**src/rtl/stop_seq_pkg.sv**
```systemverilog
// Package with constants and carrier types of the contactor stop sequencer
package stop_seq_pkg;

  // --------------------------------------------------------------------------
  // Timing
  // --------------------------------------------------------------------------
  localparam int unsigned CLK_HZ        = 10_000_000;
  localparam int unsigned TICK_US       = 1000;  // Timebase tick in us
  localparam int unsigned TICK_CYC      = CLK_HZ / 1_000_000 * TICK_US;
  localparam int unsigned TIMEOUT_MS    = 1000;  // One second
  localparam int unsigned TIMEOUT_TICKS = TIMEOUT_MS * 1000 / TICK_US;
  localparam int unsigned TICK_W        = 14;
  localparam int unsigned TMO_W         = 11;

  // --------------------------------------------------------------------------
  // Feedback scaling: 16 bit code, full scale 10 V = 300 percent
  // --------------------------------------------------------------------------
  localparam int unsigned FB_W        = 16;
  localparam int unsigned GAIN_W      = 16;
  localparam int unsigned GAIN_FRAC   = 14;  // Gain 1.0 is 0x4000
  localparam int unsigned FULL_PCT    = 300;
  localparam int unsigned PCT_W       = 10;  // Percent x1, up to 1023
  localparam logic [15:0] GAIN_RST    = 16'h4000;
  localparam logic [FB_W-1:0] FB_FULL = 16'h7FFF;

  // Alarm code reported on the contactor-not-closed alarm
  localparam logic [15:0] ALM_ARM_NOT_CLOSED = 16'h0024;

  // --------------------------------------------------------------------------
  // Types
  // --------------------------------------------------------------------------
  typedef enum logic [2:0] {
    ST_IDLE,
    ST_RUN,
    ST_ARM_RAMP,
    ST_ARM_CHECK,
    ST_FLD_RAMP,
    ST_LOCKED
  } seq_state_t;

  // Raw digital inputs from terminals
  typedef struct packed {
    logic start;          // Start command level
    logic stop;           // Stop request level
    logic thermostat;     // Closed loop = 1
    logic coast_jumper;   // Closed jumper = 1
    logic interlock;      // Customer interlock closed = 1
    logic arm_closed;     // Armature contactor aux, closed = 1
    logic fld_closed;     // Field main contactor n.o. aux
    logic arm_i_zero;     // Armature current at zero
    logic fld_i_zero;     // Field current at zero
    logic arm_mon_en;     // Armature contactor monitoring enabled
    logic fault_reset;    // Fault and alarm reset
  } seq_in_t;

  typedef struct packed {
    logic arm_ref_zero;   // Force armature current reference to zero
    logic arm_contactor;  // Armature contactor drive
    logic fld_loop_en;    // Field current loop enable
    logic fld_relay;      // Field contactor relay output
    logic ready;          // Start permitted
    logic running;
  } seq_out_t;

  typedef struct packed {
    logic arm_not_closed;  // Alarm, contactor not closed after start
    logic arm_i_not_zero;  // Alarm, current not zero in time
    logic fld_i_not_zero;  // Alarm, field current not zero in time
    logic arm_not_open;    // Fault, blocks restart
  } seq_flags_t;

endpackage : stop_seq_pkg

```
**src/rtl/arm_fb_scaler.sv**
```systemverilog
// Armature current feedback gain scaler and percent conversion
module arm_fb_scaler
  import stop_seq_pkg::*;
(
  input  wire logic              clk_i,
  input  wire logic              rst_n_i,
  input  wire logic [FB_W-1:0]   fb_raw_i,
  input  wire logic [GAIN_W-1:0] gain_i,
  output logic      [FB_W-1:0]   fb_scaled_o,
  output logic      [PCT_W-1:0]  fb_pct_o
);

  logic [FB_W+GAIN_W-1:0] prod;
  logic [FB_W+GAIN_W-1:0] shifted;
  logic [FB_W-1:0]        sat_d;
  logic [FB_W+9:0]        pct_prod;

  // Gain multiply, then saturate to full scale
  always_comb begin
    prod    = fb_raw_i * gain_i;
    shifted = prod >> GAIN_FRAC;
    if (shifted > {{GAIN_W{1'b0}}, FB_FULL}) begin
      sat_d = FB_FULL;
    end else begin
      sat_d = shifted[FB_W-1:0];
    end
  end

  // Full scale code is 300 percent of rated current
  assign pct_prod = fb_scaled_o * 10'(FULL_PCT);

  always_ff @(posedge clk_i or negedge rst_n_i) begin
    if (!rst_n_i) begin
      fb_scaled_o <= '0;
      fb_pct_o    <= '0;
    end else begin
      fb_scaled_o <= sat_d;
      fb_pct_o    <= PCT_W'(pct_prod / (FB_W+10)'(FB_FULL));
    end
  end

endmodule : arm_fb_scaler

```
**src/rtl/contactor_stop_sequencer.sv**
```systemverilog
// Start permission and stop sequencing of the field current regulator
module contactor_stop_sequencer
  import stop_seq_pkg::*;
(
  input  wire logic              clk_i,
  input  wire logic              rst_n_i,
  input  wire seq_in_t           pins_i,
  input  wire logic [FB_W-1:0]   arm_fb_i,
  input  wire logic [GAIN_W-1:0] fb_gain_i,
  output seq_out_t               ctl_o,
  output seq_flags_t             flags_o,
  output logic      [15:0]       alarm_code_o,
  output logic      [FB_W-1:0]   arm_fb_scaled_o,
  output logic      [PCT_W-1:0]  arm_fb_pct_o
);

  // --------------------------------------------------------------------------
  // Reset release
  // --------------------------------------------------------------------------
  logic [1:0] rst_sync_q;
  logic       rst_n;

  // Release through two flops so all logic leaves reset on one edge
  always_ff @(posedge clk_i or negedge rst_n_i) begin
    if (!rst_n_i) begin
      rst_sync_q <= 2'b00;
    end else begin
      rst_sync_q <= {rst_sync_q[0], 1'b1};
    end
  end
  assign rst_n = rst_sync_q[1];

  // --------------------------------------------------------------------------
  // Input synchronisers
  // --------------------------------------------------------------------------
  seq_in_t sync1_q;
  seq_in_t in_q;

  // Terminals are asynchronous; first stage is read by the second only
  always_ff @(posedge clk_i or negedge rst_n) begin
    if (!rst_n) begin
      sync1_q <= '0;
      in_q    <= '0;
    end else begin
      sync1_q <= pins_i;
      in_q    <= sync1_q;
    end
  end

  logic [FB_W-1:0] fb_s1_q;
  logic [FB_W-1:0] fb_q;

  // Feedback word from the converter, held steady by the converter
  always_ff @(posedge clk_i or negedge rst_n) begin
    if (!rst_n) begin
      fb_s1_q <= '0;
      fb_q    <= '0;
    end else begin
      fb_s1_q <= arm_fb_i;
      fb_q    <= fb_s1_q;
    end
  end

  // --------------------------------------------------------------------------
  // Timebase
  // --------------------------------------------------------------------------
  logic [TICK_W-1:0] tick_cnt_q;
  logic              tick_q;

  // Free running millisecond tick from the system clock
  always_ff @(posedge clk_i or negedge rst_n) begin
    if (!rst_n) begin
      tick_cnt_q <= '0;
      tick_q     <= 1'b0;
    end else if (tick_cnt_q == TICK_W'(TICK_CYC - 1)) begin
      tick_cnt_q <= '0;
      tick_q     <= 1'b1;
    end else begin
      tick_cnt_q <= tick_cnt_q + 1'b1;
      tick_q     <= 1'b0;
    end
  end

  // --------------------------------------------------------------------------
  // Sequencer
  // --------------------------------------------------------------------------
  seq_state_t       state_q;
  seq_state_t       state_d;
  logic [TMO_W-1:0] tmo_q;
  logic             tmo_done;
  logic             start_ok;
  logic             start_q;
  logic             start_rise;
  logic             stop_req;
  logic             run_tmo_q;  // Start supervision running
  seq_flags_t       flags_q;

  assign tmo_done   = (tmo_q == TMO_W'(TIMEOUT_TICKS));
  assign start_rise = in_q.start && !start_q;

  // Thermostat loop, coast jumper and interlock must all be closed, with no not-open fault, to start
  assign start_ok = in_q.thermostat
                 && in_q.coast_jumper
                 && in_q.interlock
                 && !flags_q.arm_not_open;

  // Interlock opening, stop key or lost permissives start the stop sequence
  assign stop_req = !in_q.interlock
                 || in_q.stop
                 || !in_q.thermostat
                 || !in_q.coast_jumper;

  always_ff @(posedge clk_i or negedge rst_n) begin
    if (!rst_n) begin
      start_q <= 1'b0;
    end else begin
      start_q <= in_q.start;
    end
  end

  // Next state
  always_comb begin
    state_d = state_q;
    case (state_q)
      ST_IDLE: begin
        if (start_rise && start_ok) begin
          state_d = ST_RUN;
        end
      end
      ST_RUN: begin
        if (stop_req) begin
          state_d = ST_ARM_RAMP;
        end
      end
      ST_ARM_RAMP: begin
        if (in_q.arm_i_zero || tmo_done) begin
          state_d = ST_ARM_CHECK;
        end
      end
      ST_ARM_CHECK: begin
        if (!in_q.arm_closed) begin
          state_d = ST_FLD_RAMP;
        end else if (tmo_done) begin
          state_d = ST_LOCKED;
        end
      end
      ST_FLD_RAMP: begin
        if (in_q.fld_i_zero || tmo_done) begin
          state_d = ST_IDLE;
        end
      end
      ST_LOCKED: begin
        if (!in_q.arm_closed) begin
          state_d = ST_FLD_RAMP;
        end
      end
      default: begin
        state_d = ST_IDLE;
      end
    endcase
  end

  always_ff @(posedge clk_i or negedge rst_n) begin
    if (!rst_n) begin
      state_q <= ST_IDLE;
    end else begin
      state_q <= state_d;
    end
  end

  // Step timer restarts on every state change
  always_ff @(posedge clk_i or negedge rst_n) begin
    if (!rst_n) begin
      tmo_q <= '0;
    end else if (state_d != state_q || (start_rise && state_q == ST_RUN)) begin
      tmo_q <= '0;
    end else if (tick_q && !tmo_done) begin
      tmo_q <= tmo_q + 1'b1;
    end
  end

  // Contactor closing supervision after start
  always_ff @(posedge clk_i or negedge rst_n) begin
    if (!rst_n) begin
      run_tmo_q <= 1'b0;
    end else if (state_q == ST_IDLE && state_d == ST_RUN) begin
      run_tmo_q <= in_q.arm_mon_en;
    end else if (state_q != ST_RUN || in_q.arm_closed || tmo_done) begin
      run_tmo_q <= 1'b0;
    end
  end

  // Sticky flags; the setting event wins over a reset in the same cycle
  always_ff @(posedge clk_i or negedge rst_n) begin
    if (!rst_n) begin
      flags_q <= '0;
    end else begin
      if (in_q.fault_reset) begin
        flags_q.arm_not_closed <= 1'b0;
        flags_q.arm_i_not_zero <= 1'b0;
        flags_q.fld_i_not_zero <= 1'b0;
        if (state_q != ST_LOCKED) begin
          flags_q.arm_not_open <= 1'b0;
        end
      end
      if (run_tmo_q && tmo_done && !in_q.arm_closed) begin
        flags_q.arm_not_closed <= 1'b1;
      end
      if (state_q == ST_ARM_RAMP && tmo_done && !in_q.arm_i_zero) begin
        flags_q.arm_i_not_zero <= 1'b1;
      end
      if (state_q == ST_FLD_RAMP && tmo_done && !in_q.fld_i_zero) begin
        flags_q.fld_i_not_zero <= 1'b1;
      end
      if (state_d == ST_LOCKED) begin
        flags_q.arm_not_open <= 1'b1;
      end
    end
  end

  // --------------------------------------------------------------------------
  // Outputs
  // --------------------------------------------------------------------------
  // Registered from next state so outputs follow the sequence with no lag
  always_ff @(posedge clk_i or negedge rst_n) begin
    if (!rst_n) begin
      ctl_o <= '0;
    end else begin
      ctl_o.arm_ref_zero  <= (state_d != ST_RUN);
      ctl_o.arm_contactor <= (state_d == ST_RUN)
                          || (state_d == ST_ARM_RAMP);
      ctl_o.fld_loop_en   <= (state_d == ST_RUN) || (state_d == ST_ARM_RAMP)
                          || (state_d == ST_ARM_CHECK)
                          || (state_d == ST_LOCKED);
      ctl_o.fld_relay     <= (state_d != ST_IDLE);
      ctl_o.ready         <= (state_d == ST_IDLE) && start_ok;
      ctl_o.running       <= (state_d == ST_RUN) && in_q.fld_closed;
    end
  end

  always_ff @(posedge clk_i or negedge rst_n) begin
    if (!rst_n) begin
      flags_o      <= '0;
      alarm_code_o <= '0;
    end else begin
      flags_o      <= flags_q;
      alarm_code_o <= flags_q.arm_not_closed ? ALM_ARM_NOT_CLOSED : 16'h0000;
    end
  end

  // Gain correction and scaling of the armature current feedback
  arm_fb_scaler u_scaler (
    .clk_i       (clk_i),
    .rst_n_i     (rst_n),
    .fb_raw_i    (fb_q),
    .gain_i      (fb_gain_i),
    .fb_scaled_o (arm_fb_scaled_o),
    .fb_pct_o    (arm_fb_pct_o)
  );

endmodule : contactor_stop_sequencer

```
**config.mk**
```make
export PLATFORM = sky130hd
export DESIGN_NAME = contactor_stop_sequencer
export DESIGN_NICKNAME = d
export VERILOG_FILES = /design/src/rtl/stop_seq_pkg.sv /design/src/rtl/arm_fb_scaler.sv /design/src/rtl/contactor_stop_sequencer.sv
export SDC_FILE = /design/constraint.sdc
export NUM_CORES = 1
export LEC_CHECK = 0
export BUFFER_PORTS_ARGS = -buffer_cell sky130_fd_sc_hd__buf_2
export CORE_AREA = 2 2 196 198
export CTS_BUF_LIST = sky130_fd_sc_hd__clkbuf_4 sky130_fd_sc_hd__clkbuf_8
export DETAILED_ROUTE_END_ITERATION = 10
export DIE_AREA = 0 0 198 200
export HOLD_SLACK_MARGIN = 0.03
export PLACE_DENSITY = 0.72
export SLEW_MARGIN = 30
export SYNTH_ARGS = -nofsm -noshare
export SYNTH_HDL_FRONTEND = slang
export SYNTH_SLANG_ARGS = --single-unit
```
**constraint.sdc**
```tcl
create_clock -name clk_i -period 4.6 [get_ports clk_i]
set_input_delay 0.69 -clock clk_i [delete_from_list [all_inputs] [get_ports clk_i]]
set_output_delay 0.69 -clock clk_i [all_outputs]
set_load 0.005 [all_outputs]
```
==> metrics.txt, run 1 <==
Startpoint Class=flop; CTS buffer count=17; R2R setup slack=-6.00 ns; Highest Clock Rate=approximately 94 MHz; measured slew at the worst slew-check pin=around 0.9 ns; Gate Count Post-Synth=2,085; hold depth=1; part of the cycle the worst path needs=231%; full die area=slightly below 40,000 sq um; final WL=56,400 um; flops & latches, synth=127; # fillers=2,705; Yosys warnings=0; crit-path max FO=6; failing checks=setup timing; Synth cell types=107; Reg area=around 3200 sq um; critical path endpoint category=flop; Worst Hold End=fb_s1_q[15]$_DFF_PN0_; routability cong.=between 0.9 and 1; Initial Util=49.4%; final setup margin=-6.00 ns; Final Hold Vio Count=0; synth top area cells=fa_1 23%, dfrtp_1 17%, ha_1 11%, inv_1 6.0%, nand2_1 5.9%; DRC=0; top_reg_cell synth=dfrtp_1; drt first pass iters=6; status=complete, but fails checks; vias in the first global route=approximately 19,000; # IOs=97; nets@finish=roughly 3,200; most common cell in the netlist=inv_1; clk_lat worst skew=0.52 ns; first-pass GRT wire length=between 90,000 and 100,000 um; dpl hpwl=43,100 um; max cap viols=0; clock slew at reported path FFs=between 0.1 and 0.15 ns; H-Tree Depth=4; Core Region=37,400 sq um; final non-filler cell total=about 3,300; RSZ-0062 raised after global routing=true; routed vias/inst=5.48; Critical-path top delay cell=fa_1; width of the chip=198 um; CTS Root Cell=clkbuf_8; Worst path max stage delay=0.53 ns; final setup fails=24; worst hold path type=in2reg; number of routed nets with antenna violations=0; die height=200 um; Hold Startpoint=arm_fb_i[15]; Worst EP arrival=11.03 ns; diode count=0; sequential fraction of the synthesis area=approximately 17%; ys async rst share=100%; largest net degree at the start of global routing=54; CTS Buffer Depth=2; reg2reg start=u_scaler.fb_scaled_o[9]$_DFF_PN0_; post-synthesis cell area=18,500 sq um; layout cells sized above 1=38.5%; FF-to-FF End=u_scaler.fb_pct_o[0]$_DFF_PN0_; post-route minimum period=10.60 ns; DRT iter0 DRCs=about 1,300; # rows=71; cell taking the most area after synthesis=fa_1; Max Transition Viols Final=0; CTS tree=done; Rel. slew slack=39.4%; Most common cell on crit path=buf_4; critical path class=reg2reg; placed cell count=3,110; initial antenna violation count=0; Via Count=17,900; Area Growth Syn to Fin=41.8%; mean post-synth cell area=just under 9 sq um; number of synthesized flops with an enable pin=0; number of buffers inserted by port buffering=82; gr usage total=28.6%; clock sink count=127; top cells by count, synth=295 x inv_1, 291 x nand2_1, 216 x fa_1, 169 x ha_1, 127 x dfrtp_1; Multi-input gate area=approximately 16,000 sq um; Synth top area share=23.4%; Wirelength per Cell=17.3 um; grt total ovfl=0; Register-to-Register Path Depth=50; critical path required time=5.03 ns; Setup Skew=0.0356 ns
metrics by stage:
stage	hold WS, ns	TNS, ns	util, %	setup WS, ns	area, sq um
after floorplan	0.331	-68.29	-	-5.78	19100
final	0.274	-72.43	70.0	-6.00	26200
after global routing	0.250	-80.10	70.0	-6.42	26200
after CTS	0.227	-69.93	67.7	-5.82	25300
after global placement	0.303	-79.14	62.6	-6.27	23400
after detailed placement	0.315	-82.27	62.6	-6.45	23400
critical path, delay by kind of cell, from the launching register on:
| family | cells | cell delay [ns] |
|---|---|---|
| AO/OA/AOI/OAI | 19 | 3.54 |
| AND/OR/NAND/NOR | 10 | 2.20 |
| adder cells (fa/ha/maj) | 6 | 1.97 |
| buffers and inverters | 13 | 1.79 |
| flip-flops | 1 | 0.48 |
| multiplexers | 1 | 0.33 |
| XOR/XNOR | 1 | 0.21 |
worst max path at each step:
| stage | startpoint | to | depth (start not counted) |
|---|---|---|---|
| 4_1_cts | u_scaler.fb_scaled_o[9]$_DFF_PN0_ | u_scaler.fb_pct_o[0]$_DFF_PN0_ | 43 |
| 3_5_place_dp | u_scaler.fb_scaled_o[10]$_DFF_PN0_ | u_scaler.fb_pct_o[0]$_DFF_PN0_ | 46 |
| 3_3_place_gp | u_scaler.fb_scaled_o[10]$_DFF_PN0_ | u_scaler.fb_pct_o[0]$_DFF_PN0_ | 46 |
| 2_1_floorplan | u_scaler.fb_scaled_o[7]$_DFF_PN0_ | u_scaler.fb_pct_o[0]$_DFF_PN0_ | 43 |
| 5_1_grt | u_scaler.fb_scaled_o[9]$_DFF_PN0_ | u_scaler.fb_pct_o[0]$_DFF_PN0_ | 49 |
| 6_report | u_scaler.fb_scaled_o[9]$_DFF_PN0_ | u_scaler.fb_pct_o[0]$_DFF_PN0_ | 50 |
layout by cell type (no fill, tap or decap), types with 11 or more instances in the layout:
cell      netlist  routed
nor3_1         31      21
o21ai_0        53      38
xnor2_1        50      48
a21oi_1        72      42
a21oi_2         4      24
fa_1          216     216
conb_1          2      16
a211oi_2        2      14
nor2_1         96      84
xor2_1         25      23
clkbuf_8        0      17
o21ai_2         1      15
buf_2          12      82
buf_4          21     579
nand2_1       291     259
inv_1         295     287
and2_1        104     100
nand2_2         2      29
ha_1          169     138
ha_4            0      27
o21a_1         14      11
and3_1         26      19
buf_6           0      28
dfrtp_2         0      15
o211ai_1       25      25
dfrtp_1       127     111
a21o_1         23      22
nand4_1        23      23
nand3_1        53      43
routing by layer:
layer	track usage, %	wire (um)
met5	0	0
met3	3.56	2710
met1	36.1	23600
met2	51.4	28700
met4	8.60	1470
flip-flops by register name (all words and copies together), names as in the netlist, 2 cells and up:
name                  count
tmo_q                    11
u_scaler.fb_pct_o        10
flags_o                   3
in_q                     11
ctl_o                     6
state_q                   3
fb_q                     16
u_scaler.fb_scaled_o     16
flags_q                   4
sync1_q                  11
fb_s1_q                  16
tick_cnt_q               14
rst_sync_q                2
what timing repair did:
action | in CTS | in global routing
gates cloned | 1 | 0
setup buffers | 72 | 47
hold buffers | 1 | 0
pin swaps | 132 | 105
resized for setup | 192 | 105
endpoints found under the hold margin | 2 | 0
endpoints found under the setup margin | 25 | 25
logic make-up (layout without fill, tap and decap cells):
logic type | Yosys count | in the layout | synth area share [%]
mux | 10 | 10 | 0.555
flops | 127 | 127 | 17.2
fa+ha+maj | 386 | 386 | 34.9
buf+inv | 376 | 1026 | 8.16
simple gates | 730 | 730 | 20.3
other cells | 2 | 16 | 0.0407
xor+xnor | 79 | 79 | 3.91
compound gates | 375 | 375 | 14.9
area by class of cell:
cell class	instances	area share [%]
clock buffers	17	0.894
clock inverters	15	0.645
inverters	297	4.26
multi-input cells	1596	59.6
flip-flops and latches	127	12.2
well taps	511	2.44
repair buffers	697	19.9
Power of run 1 is not shown: default switching activity piles up to over one toggle a cycle in this logic, so the estimate is an artifact.
==> inputs of run 2 (changes only) <==
- CTS_BUF_LIST: sky130_fd_sc_hd__clkbuf_4 sky130_fd_sc_hd__clkbuf_8 -> unset
==> run 2 against run 1 <==
Effect of this change: the run still ends with setup timing left; global-route usage hardly changed; clock skew shrank 0.014 ns; final area is 0.33% higher; first-iteration DRC count fell by 8.9%; setup slack better by 0.082 ns; via count decreased by 0.82%; routed wire length is 0.29% lower; non-clock buffer count down 12; flip-flop and latch count unchanged; critical endpoint unchanged.
==> metrics.txt, run 2 (synthesis gave the netlist of run 1 again) <==
die height=200 um (unchanged); DRC=0 (unchanged); H-Tree Depth=4 (unchanged); Setup Skew=0.0215 ns (-0.0141 ns); status=complete, but fails checks; failing checks=setup timing; number of routed nets with antenna violations=0 (unchanged); clock sink count=127 (unchanged); biggest regs=fb_q (16), fb_s1_q (16), u_scaler.fb_scaled_o (16); commonest non-fill, non-tap cells in the layout=562 x buf_4, 288 x inv_1, 258 x nand2_1; Area Growth Syn to Fin=42.2%; nets@finish=3,154 (-0.38%); Post-DP Area=23,400 sq um (unchanged); post-route minimum period=10.52 ns (-0.0818 ns); DRT iter0 DRCs=1,172 (-8.9%); max cap viols=0 (unchanged); Worst path max stage delay=0.56 ns (+0.03 ns); Via Count=17,700 (-0.82%); Rel. slew slack=39.6% (+0.17 points); grt total ovfl=0 (unchanged); clock slew at reported path FFs=0.08 ns (-0.03 ns); Startpoint Class=flop; layout cells sized above 1=38.1% (-0.34 points); WL met3=2840 um (+4.5%); M1 WL=23,500 um (-0.13%); CTS tree=done; Worst EP arrival=10.85 ns (-0.18 ns); Core Region=37,400 sq um (unchanged); Wirelength per Cell=17.3 um (about the same); DP Worst Slack=-6.45 ns (unchanged); largest net degree at the start of global routing=54 (unchanged); routability cong.=0.943 (unchanged); crit path from=u_scaler.fb_scaled_o[12]$_DFF_PN0_; reg2reg start=u_scaler.fb_scaled_o[12]$_DFF_PN0_; setup TNS=-72.55 ns (-0.116 ns); initial antenna violation count=1 (+1); Max Transition Viols Final=0 (unchanged); vias in the first global route=18,800 (-0.18%); crit-path max FO=7 (+1); top layer in use=met4; width of the chip=198 um (unchanged); dpl hpwl=43,100 um (unchanged); first-pass GRT wire length=90,800 um (about the same); final setup fails=24 (unchanged); diode count=0 (unchanged); critical path required time=4.93 ns (-0.10 ns); routed wl met2=28,500 um (-0.58%); critical path endpoint category=flop; CTS Root Cell=clkbuf_16; number of buffers inserted by port buffering=82 (unchanged); final setup margin=-5.92 ns (+0.0818 ns); clk_lat worst skew=0.46 ns (-0.06 ns); Most common cell on crit path=buf_4; post-route cell area=26,300 sq um (+0.33%); # fillers=2,704 (-0.037%); gr usage total=28.6% (about the same); CTS Buffer Depth=2 (unchanged); most common cell after layout, fill and taps aside=buf_4; part of the cycle the worst path needs=229% (-1.8 points); Critical-path top delay cell=or4_4; # rows=71 (unchanged); Highest Clock Rate=95.0 MHz (+0.78%); full die area=39,600 sq um (unchanged); final WL=56,200 um (-0.29%); critical path class=reg2reg; Initial Util=49.4% (unchanged); RSZ-0062 raised after global routing=true; worst hold path type=reg2async; CTS buffer count=17 (unchanged); routed vias/inst=5.45 (-0.45%); measured slew at the worst slew-check pin=0.895 ns (-0.00251 ns); # IOs=97 (unchanged); Final Hold Vio Count=0 (unchanged); drt first pass iters=5 (-1)
-- run 2: changes by cell type in the layout (fill, tap and decap cells not counted), sizes merged --
| cell | change |
|---|---|
| buf | -12 |
-- run 2: worst paths after layout --
check	slack, ns	to	depth (start not counted)
max reg2reg	-5.92	u_scaler.fb_pct_o[0]$_DFF_PN0_	47
min in group clk_i	0.33	fb_s1_q[15]$_DFF_PN0_	1
min reg2reg	0.31	in_q[6]$_DFF_PN0_	0
max in group asynchronous	3.17	fb_q[1]$_DFF_PN0_	1
max	-5.92	u_scaler.fb_pct_o[0]$_DFF_PN0_	47
min	0.31	in_q[6]$_DFF_PN0_	0
-- run 2: critical path, delay by kind of cell, from the launching register on --
kind	cells	cell delay [ns]
AOI/OAI and AO/OA	18	3.44
adders and majority gates	6	2.13
buffers and inverters	9	1.29
DFF	1	0.44
and+or+nand+nor	14	3.09
-- run 2: area by class of cell --
| type | instances | area [sq um] | share of cell area (%) |
|---|---|---|---|
| Clock buffer | 17 | 425 | 1.62 |
| Clock inverter | 15 | 169 | 0.643 |
| Inverter | 297 | 1110 | 4.24 |
| Multi-Input combinational cell | 1596 | 15600 | 59.2 |
| Sequential cell | 127 | 3200 | 12.2 |
| Tap cell | 511 | 639 | 2.43 |
| Timing Repair Buffer | 685 | 5160 | 19.6 |
-- run 2: per-layer routing --
layer / global-route usage (%) / vias up
met5: 0 / -
met4: 8.77 / 0
met3: 4.67 / 119
met2: 51.4 / 571
met1: 35.5 / 8769
li1: - / 8258
-- run 2: what timing repair did --
item | 4_1_cts | 5_1_grt
hold buffers | 1 | 0
pin swaps | 78 | 99
setup buffers | 67 | 43
resized for setup | 166 | 131
endpoints found under the setup margin | 25 | 25
endpoints found under the hold margin | 2 | 0
gates cloned | 1 | 0
-- run 2: through the flow --
stage / std cells / hold slack, ns / utilization, %
finish: 3248 / 0.310 / 70.2
global route: 3248 / 0.322 / 70.2
detailed placement: 3110 / 0.315 / 62.6
CTS: 3211 / 0.305 / 67.9
floorplan: 2099 / 0.331 / -
global placement: 3110 / 0.303 / 62.6
Power of run 2 is left out for the same reason.
==> inputs of run 3 (changes only) <==
- SETUP_SLACK_MARGIN: unset -> 0.15
==> run 3 against run 2 <==
Effect of this change: the flow still finishes with violations (setup timing); die area stayed put; global-route usage is 0.16 points higher; utilization is 0.24 points higher; clock skew is 0.0029 ns higher; via count is 0.69% higher; final cell count is 0.37% higher; flip-flop and latch count stayed put; clock-buffer cell count stayed put; routed wire length is 0.90% higher; setup slack worse by 0.12 ns; first-iteration DRC count is 11% higher; register-to-register slack worse by 0.12 ns; critical path type unchanged.
==> metrics.txt, run 3 (synthesis gave the netlist of run 1 again) <==
status=complete, but fails checks; failing checks=setup timing; commonest non-fill, non-tap cells in the layout=579 x buf_4, 282 x inv_1, 257 x nand2_1; part of the cycle the worst path needs=231% (+2.5 points); clock slew at reported path FFs=0.09 ns (about the same); grt total ovfl=0 (unchanged); crit path from=u_scaler.fb_scaled_o[9]$_DFF_PN0_; routed vias/inst=5.47 (+0.32%); number of routed nets with antenna violations=0 (unchanged); biggest regs=fb_q (16), fb_s1_q (16), u_scaler.fb_scaled_o (16); CTS tree=done; width of the chip=198 um (unchanged); nets@finish=3,166 (+0.38%); Setup Skew=0.0244 ns (+0.00294 ns); largest net degree at the start of global routing=54 (unchanged); Initial Util=49.4% (unchanged); final setup fails=25 (+4.2%); drt first pass iters=6 (+1); Most common cell on crit path=ha_4; Max Transition Viols Final=0 (unchanged); Critical Path End=u_scaler.fb_pct_o[0]$_DFF_PN0_; Core Region=37,400 sq um (unchanged); final WL=56,700 um (+0.90%); FF-to-FF End=u_scaler.fb_pct_o[0]$_DFF_PN0_; routability cong.=0.943 (unchanged); full die area=39,600 sq um (unchanged); first-pass GRT wire length=91,500 um (+0.75%); critical path class=reg2reg; Rel. slew slack=40.9% (+1.3 points); CTS Root Cell=clkbuf_16; Worst path max stage delay=0.58 ns (+0.02 ns); # fillers=2,671 (-1.2%); final setup margin=-6.04 ns (-0.117 ns); Register-to-Register Path Depth=43 (-8.5%); Final Hold Vio Count=0 (unchanged); die height=200 um (unchanged); most common cell after layout, fill and taps aside=buf_4; Multi-input gate area=15,600 sq um (about the same); Startpoint Class=flop; number of buffers inserted by port buffering=82 (unchanged); post-route minimum period=10.64 ns (+0.117 ns); RSZ-0062 raised after global routing=true; DRC=0 (unchanged); R2R setup slack=-6.04 ns (-0.12 ns); dpl hpwl=43,100 um (unchanged); max cap viols=0 (unchanged); clock sink count=127 (unchanged); CTS buffer count=17 (unchanged); Area Growth Syn to Fin=42.7%; worst hold path type=reg2async; gr usage total=28.8% (+0.16 points); diode count=0 (unchanged); # IOs=97 (unchanged); measured slew at the worst slew-check pin=0.876 ns (-0.0190 ns); Highest Clock Rate=94.0 MHz (-1.1%); critical path required time=4.93 ns (about the same); crit-path max FO=7 (unchanged); Critical-path top delay cell=or4_4; CTS Buffer Depth=2 (unchanged); # rows=71 (unchanged); DRT iter0 DRCs=1,301 (+11%); initial antenna violation count=0 (-1); Reg area=3200 sq um (about the same); critical path endpoint category=flop; DP Worst Slack=-6.45 ns (unchanged); clk_lat worst skew=0.47 ns (about the same); Wirelength per Cell=17.4 um (+0.53%); H-Tree Depth=4 (unchanged); reg2reg start=u_scaler.fb_scaled_o[9]$_DFF_PN0_; layout cells sized above 1=38.0% (-0.13 points); vias in the first global route=18,800 (unchanged); Worst EP arrival=10.97 ns (+0.12 ns); Via Count=17,800 (+0.69%)
==> run 3: changes by cell type in the layout (fill, tap and decap cells not counted), moves of 4 or more <==
| cell | previous run | this run |
|---|---|---|
| buf_4 | 562 | 579 |
| buf_6 | 32 | 25 |
| nand2_2 | 28 | 21 |
| nand2_4 | 7 | 14 |
| inv_1 | 288 | 282 |
| inv_2 | 9 | 15 |
| a21oi_2 | 26 | 21 |
| o21ai_2 | 16 | 12 |
==> run 3: how the worst min path moves through the flow <==
stage	from	end	slack, ns
2_1_floorplan	fb_s1_q[0]$_DFF_PN0_	fb_q[0]$_DFF_PN0_	0.33
3_3_place_gp	rst_sync_q[1]$_DFF_PN0_	flags_o[0]$_DFF_PN0_	0.30
3_5_place_dp	rst_sync_q[1]$_DFF_PN0_	flags_o[0]$_DFF_PN0_	0.31
4_1_cts	arm_fb_i[15]	fb_s1_q[15]$_DFF_PN0_	0.31
5_1_grt	arm_fb_i[15]	fb_s1_q[15]$_DFF_PN0_	0.32
6_report	rst_sync_q[1]$_DFF_PN0_	in_q[6]$_DFF_PN0_	0.32
==> run 3: what timing repair did <==
action / CTS / global route
buffers inserted: 69 / 46
endpoints found under the hold margin: 2 / 0
hold buffers: 1 / 0
pin swaps: 88 / 99
cloned: 2 / 0
gates resized for setup: 173 / 117
setup endpoints to repair: 25 / 25
==> run 3: metal layers <==
metal / vias to the layer above / track usage [%] / wire length [um]
met5: - / 0 / 0
met4: 0 / 8.27 / 1330
met3: 115 / 3.98 / 3030
met2: 591 / 51.9 / 29000
met1: 8848 / 36.1 / 23300
li1: 8286 / - / -
==> run 3: per-stage QoR <==
stage               hold slack [ns]  area (sq um)  util, %  std cells  TNS, ns
floorplan                     0.331         19100        -       2099   -68.29
global placement              0.303         23400     62.6       3110   -79.14
detailed placement            0.315         23400     62.6       3110   -82.27
CTS                           0.305         25400     68.0       3214   -69.92
global route                  0.325         26400     70.5       3260   -80.56
finish                        0.318         26400     70.5       3260   -73.48
==> run 3: critical path: cells and delay by family, from the launching register on <==
family | cells | cell delay, ns
AOI/OAI and AO/OA | 15 | 3.20
xor gates and xnor gates | 2 | 0.40
adders and majority gates | 6 | 2.05
buffers and inverters | 6 | 0.75
DFF | 1 | 0.48
and+or+nand+nor | 14 | 3.62
==> run 3: layout make-up <==
class                   count  share of cell area (%)
multi-input cells        1596                    59.1
clock inverters            15                   0.641
inverters                 297                    4.23
well taps                 511                    2.43
clock buffers              17                    1.61
flip-flops and latches    127                    12.1
repair buffers            697                    19.9
Power of run 3 is left out for the same reason.
